### src/core/pdr_pkg.sv
package pdr_pkg;

   localparam int unsigned DATA_W = 8;
   localparam int unsigned ADDR_W = 12;
   localparam int unsigned NUM_REGS = 6;

   // Printed register indices; byte address is four times the index
   localparam logic [7:0] IDX_P3_PULLUP = 8'hE1;
   localparam logic [7:0] IDX_P5_PULLUP = 8'hE2;
   localparam logic [7:0] IDX_P6_PULLUP = 8'hE3;
   localparam logic [7:0] IDX_P1_DIR    = 8'hE4;
   localparam logic [7:0] IDX_P2_DIR    = 8'hE5;
   localparam logic [7:0] IDX_P3_DIR    = 8'hE6;

   localparam logic [ADDR_W-1:0] ADDR_P3_PULLUP = {2'h0, IDX_P3_PULLUP, 2'h0};
   localparam logic [ADDR_W-1:0] ADDR_P5_PULLUP = {2'h0, IDX_P5_PULLUP, 2'h0};
   localparam logic [ADDR_W-1:0] ADDR_P6_PULLUP = {2'h0, IDX_P6_PULLUP, 2'h0};
   localparam logic [ADDR_W-1:0] ADDR_P1_DIR    = {2'h0, IDX_P1_DIR, 2'h0};
   localparam logic [ADDR_W-1:0] ADDR_P2_DIR    = {2'h0, IDX_P2_DIR, 2'h0};
   localparam logic [ADDR_W-1:0] ADDR_P3_DIR    = {2'h0, IDX_P3_DIR, 2'h0};

   // Slot numbers of the register instances
   localparam int unsigned SLOT_P3_PULLUP = 0;
   localparam int unsigned SLOT_P5_PULLUP = 1;
   localparam int unsigned SLOT_P6_PULLUP = 2;
   localparam int unsigned SLOT_P1_DIR    = 3;
   localparam int unsigned SLOT_P2_DIR    = 4;
   localparam int unsigned SLOT_P3_DIR    = 5;

   localparam logic [DATA_W-1:0] REG_RESET = 8'h00;
   localparam logic [31:0]       READ_ZERO = 32'h0000_0000;
   localparam logic [NUM_REGS-1:0] NO_SLOT = 6'h00;

endpackage : pdr_pkg

### src/core/pdr_wr_if.sv
`timescale 1ns/1ps
`default_nettype none

interface pdr_wr_if;
   logic                         wr_en;
   logic [pdr_pkg::DATA_W-1:0]   wdata;
   logic [pdr_pkg::DATA_W-1:0]   value;

   modport owner (input wr_en, input wdata, output value);
   modport user  (output wr_en, output wdata, input value);
endinterface : pdr_wr_if

`default_nettype wire

### src/core/pdr_port_ctrl.sv
`timescale 1ns/1ps
`default_nettype none

module pdr_port_ctrl (
   input  wire logic        clk_sys_in,
   input  wire logic        reset_n_in,
   input  wire logic        psel_in,
   input  wire logic        penable_in,
   input  wire logic        pwrite_in,
   input  wire logic [11:0] paddr_in,
   input  wire logic [31:0] pwdata_in,
   output var  logic [31:0] prdata_out,
   output var  logic        pready_out,
   output var  logic        pslverr_out,
   input  wire logic [7:0]  port5_direction_in,
   input  wire logic [7:0]  port6_direction_in,
   output var  logic [7:0]  port1_output_en_out,
   output var  logic [7:0]  port2_output_en_out,
   output var  logic [7:0]  port3_output_en_out,
   output var  logic [7:0]  port3_pullup_on_out,
   output var  logic [7:0]  port5_pullup_on_out,
   output var  logic [7:0]  port6_pullup_on_out
);

   ////////////////////////////////////////////////////////////////////////
   // Register storage

   pdr_wr_if wr_bus [pdr_pkg::NUM_REGS] ();

   // Slave side of the bus handshake
   typedef enum logic {
      PDR_APB_IDLE   = 1'b0,
      PDR_APB_ACCESS = 1'b1
   } pdr_apb_state_type;

   logic [pdr_pkg::NUM_REGS-1:0] slot_sel;
   logic                         addr_hit;
   logic                         setup_phase;
   logic                         write_fire;
   logic [pdr_pkg::DATA_W-1:0]   reg_val [pdr_pkg::NUM_REGS];
   logic [pdr_pkg::DATA_W-1:0]   read_byte;
   logic [31:0]                  prdata_d;
   logic [pdr_pkg::DATA_W-1:0]   port3_pullup_on_d;
   logic [pdr_pkg::DATA_W-1:0]   port5_pullup_on_d;
   logic [pdr_pkg::DATA_W-1:0]   port6_pullup_on_d;
   pdr_apb_state_type            apb_state_q;
   pdr_apb_state_type            apb_state_d;

   genvar gi;
   generate
      for (gi = 0; gi < pdr_pkg::NUM_REGS; gi++) begin : g_reg
         assign wr_bus[gi].wr_en = write_fire & slot_sel[gi];
         assign wr_bus[gi].wdata = pwdata_in[pdr_pkg::DATA_W-1:0];
         assign reg_val[gi]      = wr_bus[gi].value;
         pdr_reg8 u_reg (
            .clk_sys_in (clk_sys_in),
            .reset_n_in (reset_n_in),
            .wr_port    (wr_bus[gi])
         );
      end
   endgenerate

   ////////////////////////////////////////////////////////////////////////
   // APB decode

   always_comb begin
      slot_sel = pdr_pkg::NO_SLOT;
      if (paddr_in == pdr_pkg::ADDR_P3_PULLUP) begin
         slot_sel[pdr_pkg::SLOT_P3_PULLUP] = 1'b1;
      end else if (paddr_in == pdr_pkg::ADDR_P5_PULLUP) begin
         slot_sel[pdr_pkg::SLOT_P5_PULLUP] = 1'b1;
      end else if (paddr_in == pdr_pkg::ADDR_P6_PULLUP) begin
         slot_sel[pdr_pkg::SLOT_P6_PULLUP] = 1'b1;
      end else if (paddr_in == pdr_pkg::ADDR_P1_DIR) begin
         slot_sel[pdr_pkg::SLOT_P1_DIR] = 1'b1;
      end else if (paddr_in == pdr_pkg::ADDR_P2_DIR) begin
         slot_sel[pdr_pkg::SLOT_P2_DIR] = 1'b1;
      end else if (paddr_in == pdr_pkg::ADDR_P3_DIR) begin
         slot_sel[pdr_pkg::SLOT_P3_DIR] = 1'b1;
      end
   end

   assign addr_hit    = |slot_sel;
   assign setup_phase = psel_in & ~penable_in;
   // Only a mapped address in the completing access cycle writes
   assign write_fire  = psel_in & penable_in & pwrite_in & addr_hit
                        & (apb_state_q == PDR_APB_ACCESS);

   ////////////////////////////////////////////////////////////////////////
   // APB answer: one access cycle, no wait states

   always_comb begin
      apb_state_d = apb_state_q;
      case (apb_state_q)
         PDR_APB_IDLE: begin
            if (setup_phase) begin
               apb_state_d = PDR_APB_ACCESS;
            end
         end
         PDR_APB_ACCESS: begin
            if (setup_phase) begin
               apb_state_d = PDR_APB_ACCESS;
            end else begin
               apb_state_d = PDR_APB_IDLE;
            end
         end
         default: begin
            apb_state_d = PDR_APB_IDLE;
         end
      endcase
   end

   always_ff @(posedge clk_sys_in) begin
      if (!reset_n_in) begin
         apb_state_q <= PDR_APB_IDLE;
      end else begin
         apb_state_q <= apb_state_d;
      end
   end

   always_ff @(posedge clk_sys_in) begin
      if (!reset_n_in) begin
         pready_out <= 1'b0;
      end else begin
         pready_out <= (apb_state_d == PDR_APB_ACCESS);
      end
   end

   always_ff @(posedge clk_sys_in) begin
      if (!reset_n_in) begin
         pslverr_out <= 1'b0;
      end else begin
         pslverr_out <= setup_phase & ~addr_hit;
      end
   end

   ////////////////////////////////////////////////////////////////////////
   // Read data

   always_comb begin
      read_byte = pdr_pkg::REG_RESET;
      if (slot_sel[pdr_pkg::SLOT_P3_PULLUP]) begin
         read_byte = reg_val[pdr_pkg::SLOT_P3_PULLUP];
      end else if (slot_sel[pdr_pkg::SLOT_P5_PULLUP]) begin
         read_byte = reg_val[pdr_pkg::SLOT_P5_PULLUP];
      end else if (slot_sel[pdr_pkg::SLOT_P6_PULLUP]) begin
         read_byte = reg_val[pdr_pkg::SLOT_P6_PULLUP];
      end else if (slot_sel[pdr_pkg::SLOT_P1_DIR]) begin
         read_byte = pdr_pkg::REG_RESET;
      end else if (slot_sel[pdr_pkg::SLOT_P2_DIR]) begin
         read_byte = pdr_pkg::REG_RESET;
      end else if (slot_sel[pdr_pkg::SLOT_P3_DIR]) begin
         read_byte = pdr_pkg::REG_RESET;
      end
   end

   always_comb begin
      prdata_d = pdr_pkg::READ_ZERO;
      prdata_d[pdr_pkg::DATA_W-1:0] = read_byte;
   end

   always_ff @(posedge clk_sys_in) begin
      if (!reset_n_in) begin
         prdata_out <= pdr_pkg::READ_ZERO;
      end else if (setup_phase & ~pwrite_in) begin
         prdata_out <= prdata_d;
      end else if (~psel_in) begin
         prdata_out <= pdr_pkg::READ_ZERO;
      end
   end

   ////////////////////////////////////////////////////////////////////////
   // Pin control outputs

   always_comb begin
      port3_pullup_on_d = reg_val[pdr_pkg::SLOT_P3_PULLUP]
                          & ~reg_val[pdr_pkg::SLOT_P3_DIR];
      port5_pullup_on_d = reg_val[pdr_pkg::SLOT_P5_PULLUP]
                          & ~port5_direction_in;
      port6_pullup_on_d = reg_val[pdr_pkg::SLOT_P6_PULLUP]
                          & ~port6_direction_in;
   end

   always_ff @(posedge clk_sys_in) begin
      if (!reset_n_in) begin
         port1_output_en_out <= pdr_pkg::REG_RESET;
      end else begin
         port1_output_en_out <= reg_val[pdr_pkg::SLOT_P1_DIR];
      end
   end

   always_ff @(posedge clk_sys_in) begin
      if (!reset_n_in) begin
         port2_output_en_out <= pdr_pkg::REG_RESET;
      end else begin
         port2_output_en_out <= reg_val[pdr_pkg::SLOT_P2_DIR];
      end
   end

   always_ff @(posedge clk_sys_in) begin
      if (!reset_n_in) begin
         port3_output_en_out <= pdr_pkg::REG_RESET;
      end else begin
         port3_output_en_out <= reg_val[pdr_pkg::SLOT_P3_DIR];
      end
   end

   always_ff @(posedge clk_sys_in) begin
      if (!reset_n_in) begin
         port3_pullup_on_out <= pdr_pkg::REG_RESET;
      end else begin
         port3_pullup_on_out <= port3_pullup_on_d;
      end
   end

   always_ff @(posedge clk_sys_in) begin
      if (!reset_n_in) begin
         port5_pullup_on_out <= pdr_pkg::REG_RESET;
      end else begin
         port5_pullup_on_out <= port5_pullup_on_d;
      end
   end

   always_ff @(posedge clk_sys_in) begin
      if (!reset_n_in) begin
         port6_pullup_on_out <= pdr_pkg::REG_RESET;
      end else begin
         port6_pullup_on_out <= port6_pullup_on_d;
      end
   end

endmodule // pdr_port_ctrl

`default_nettype wire

### src/core/pdr_reg8.sv
`timescale 1ns/1ps
`default_nettype none

module pdr_reg8 (
   input  wire logic   clk_sys_in,
   input  wire logic   reset_n_in,
   pdr_wr_if.owner     wr_port
);

   logic [pdr_pkg::DATA_W-1:0] value_q;

   // Whole byte writable, cleared on reset
   always_ff @(posedge clk_sys_in) begin
      if (!reset_n_in) begin
         value_q <= pdr_pkg::REG_RESET;
      end else if (wr_port.wr_en) begin
         value_q <= wr_port.wdata;
      end
   end

   assign wr_port.value = value_q;

endmodule // pdr_reg8

`default_nettype wire

### config.mk
export PLATFORM = sky130hd
export DESIGN_NAME = pdr_port_ctrl
export DESIGN_NICKNAME = d
export VERILOG_FILES = /design/src/core/pdr_pkg.sv /design/src/core/pdr_wr_if.sv /design/src/core/pdr_port_ctrl.sv /design/src/core/pdr_reg8.sv
export SDC_FILE = /design/constraint.sdc
export NUM_CORES = 1
export LEC_CHECK = 0
export BUFFER_PORTS_ARGS = -buffer_cell sky130_fd_sc_hd__buf_2
export CAP_MARGIN = 20
export CORE_UTILIZATION = 49
export CTS_CLUSTER_SIZE = 24
export DETAILED_ROUTE_END_ITERATION = 8
export PLACE_DENSITY = 0.86
export SYNTH_ARGS = -nofsm -noshare
export SYNTH_HDL_FRONTEND = slang
export SYNTH_HIERARCHICAL = 1
export SYNTH_SLANG_ARGS = --single-unit
### constraint.sdc
create_clock -name clk_sys_in -period 1.81 [get_ports clk_sys_in]
set_input_delay 0.2715 -clock clk_sys_in [delete_from_list [all_inputs] [get_ports clk_sys_in]]
set_output_delay 0.2715 -clock clk_sys_in [all_outputs]
set_load 0.005 [all_outputs]
==> results.toml <==
[status]
status = "completed"

[sta]
grt_setup_unrepaired = "no"
setup_slack_ns = 0.1632
skew_ns = 0.01031
hold-worst-slack_ns = 0.05985
min_period_ns = 1.647
period_share_pct = 90.98
setup_viol = 0
worst_pin_slew_ns = 0.5336
slew_viol_final = 0
max_slew_margin_pct = 64.43
final_hold_viol_count = 0
fin_tns_setup_ns = 0
max_freq_ghz = 0.6072

[worst_setup_path]
cpLargestDelayFamily = "simple AND/OR/NAND/NOR gates"
critPathArrivalTime_ns = 1.91
startpoint_type = "register"
rr_worst_depth = 6
slowest_stage = "dfxtp_1"
cp_max_fo = 8
startpoint = "pready_out$_SDFF_PN0_"
cp_slowest_stage_delay_ns = 0.35
end_kind = "register"
worstSetupPathType = "reg -> reg"
r2r-end = "g_reg[3].u_reg/wr_port.value[2]$_SDFFE_PN0P_"
cp_num_buf_inv = 1
cp_cell_sequence = "nand4_1 -> or2_2 -> nor4_2 -> buf_4 -> mux2i_1 -> nor2b_1"
r2r_setup_slack_ns = 0.16
r2r_start = "pready_out$_SDFF_PN0_"
cp.required_ns = 2.08

[finish]
areaGrowthSynthToFinish_pct = 18.84
final_cell_area_um2 = 4736
diodes = 0
drive_above_1_share_pct = 31.97
finalNetCount = 523
nFillCells = 653

[clock_tree]
post_cts_buffers = 0
cts_root_buf = "clkbuf_8"
clock-sinks = 106
cts_hold_buf = 0
cts.repair.resized = 0
cts_tree = "built"
clk_latency_ns = 0.36
cts_made_buffers = 9
clock_path_buffers = 2
path_clk_slew_ns = 0.10
h-tree-depth = 3

[route]
vias = 2753
routed_wl_um = 8148
final_antenna_net_count = 0
drc = 0
wl_met1_um = 3605
first_pass_iters = 4
viasPerCell = 4.873
first_iter_violations = 92
wl_per_cell_um = 14.42
dr_wl_met2_um = 3860
routed.top_layer = "met5"
wl_met3_um = 557

[synthesis]
synth_common_cells = "dfxtp_1, mux2i_1, nor2b_1"
seq_area_frac_synth_pct = 53.25
yosysWarnings = 6
syn_area_um2 = 3985
synth_top_area_share_pct = 53.25
synthCells = 350
synth.avg_cell_area_um2 = 11.39
synth-main-ff-cell = "dfxtp_1"
synth_seq_cells = 106
synth_edf_count = 0
synthTopCellsByArea = "dfxtp_1, mux2i_1, nor2b_1"
async_flop_share_pct = 0
yosys.area.top_type = "dfxtp_1"
synth_cell_type_count = 32
yosysMostFrequentCell = "dfxtp_1"

[die]
chipHeight_um = 92.18
initial_core_util_pct = 51.04
dieArea_um2 = 8497
placementRows = 32
die_w_um = 92.18
core_um2 = 7807
ioPinCount = 147

[global_routing]
grtUsageTotal_pct = 20.42
grt_overflow = 0
grt_pass1_vias = 2652
grt_max_degree = 77
grt_first_pass_wirelength_um = 13120
grt_antenna_before_repair = 1

[placed_design]
portBuffers = 98
pre_cts_slack_ns = 0.07909
place_hpwl_um = 5824
place_area_um2 = 4536
gp_congestion = 0.8422

[power]
pwr_density_cell_nw_per_um2 = 837.2
p_total_mw = 3.965
leakage_nw = 2.086
ir_worst_vdd_uv = 494.8

[worst_hold_path]
worstHoldStart = "port5_direction_in[4]"
whs_endpoint = "port5_pullup_on_out[4]$_SDFF_PN0_"
min_path_cells = 2
worstHoldPathType = "in -> reg"

[job]
cap_violations = 0
==> worst register-to-register path, delay by kind of cell (launching register included) <==
family                 cells  cell delay (ns)
buffers and inverters      1             0.25
multiplexers               1             0.22
AND/OR/NAND/NOR            4             0.75
flip-flops                 1             0.35
==> registers in the layout, indices dropped and copies added (netlist names) <==
| register | flops |
|---|---|
| g.u_reg/wr_port.value | 48 |
| port1_output_en_out | 8 |
| port2_output_en_out | 8 |
| port3_output_en_out | 8 |
| port3_pullup_on_out | 8 |
| port5_pullup_on_out | 8 |
| port6_pullup_on_out | 8 |
| prdata_out | 8 |
| pready_out | 1 |
| pslverr_out | 1 |
==> power by group <==
| part | total (mW) | switching, mW | leakage [nW] | internal, mW |
|---|---|---|---|---|
| Clock | 1.45 | 0.799 | 0.0975 | 0.655 |
| Sequential | 2.33 | 0.000616 | 0.854 | 2.33 |
| Combinational | 0.178 | 0.104 | 1.13 | 0.0740 |
| Total | 3.96 | 0.903 | 2.09 | 3.06 |
==> cells in the final DEF, fill, tap and decap left out, drive strengths merged, types with 3 or more instances in the layout <==
cell	n
and2	24
and3b	23
buf	113
clkbuf	10
conb	24
dfxtp	106
inv	3
mux2i	48
nand2	12
nor2	10
nor2b	48
nor3	6
o22ai	6
o41ai	6
or2	3
==> metrics by stage <==
| step | cells | utilization [%] |
|---|---|---|
| after floorplan | 373 | - |
| after global placement | 549 | 58.09 |
| after detailed placement | 549 | 58.09 |
| after CTS | 565 | 60.66 |
| after global routing | 565 | 60.66 |
| final | 565 | 60.66 |
==> cell families (layout without fill, tap and decap cells) <==
| logic type | after synthesis | count (layout) | share of synthesized area [%] |
|---|---|---|---|
| other cells | 1 | 24 | 0.09410 |
| compound gates | 19 | 19 | 5.243 |
| simple gates | 136 | 136 | 21.79 |
| buf+inv | 40 | 130 | 7.566 |
| mux | 48 | 48 | 12.06 |
| flops | 106 | 106 | 53.25 |
==> routing by layer <==
metal | vias to the layer above | track usage (%)
met4 | 2 | 9.505
met2 | 103 | 33.52
met3 | 11 | 5.307
li1 | 1354 | -
met1 | 1283 | 24.97
met5 | - | 0
==> how the worst max path moves through the flow <==
stage                                                               to  depth (start not counted)  slack (ns)
final                     g_reg[3].u_reg/wr_port.value[2]$_SDFFE_PN0P_                          6        0.16
after global routing      g_reg[3].u_reg/wr_port.value[5]$_SDFFE_PN0P_                          6      0.0002
after CTS                 g_reg[3].u_reg/wr_port.value[2]$_SDFFE_PN0P_                          6        0.14
after detailed placement  g_reg[5].u_reg/wr_port.value[6]$_SDFFE_PN0P_                          7        0.08
after global placement    g_reg[3].u_reg/wr_port.value[7]$_SDFFE_PN0P_                          7        0.12
after floorplan           g_reg[3].u_reg/wr_port.value[0]$_SDFFE_PN0P_                          6        0.22
==> cell type report <==
class	instances	area [um^2]	share of cell area, %
clock buffers	10	127.6	2.695
multi-input cells	227	1679	35.46
inverters	1	3.754	0.07926
flip-flops and latches	106	2122	44.81
well taps	102	127.6	2.695
repair buffers	113	603.1	12.73
clock inverters	6	72.57	1.532
(Power assumes the default switching activity.)
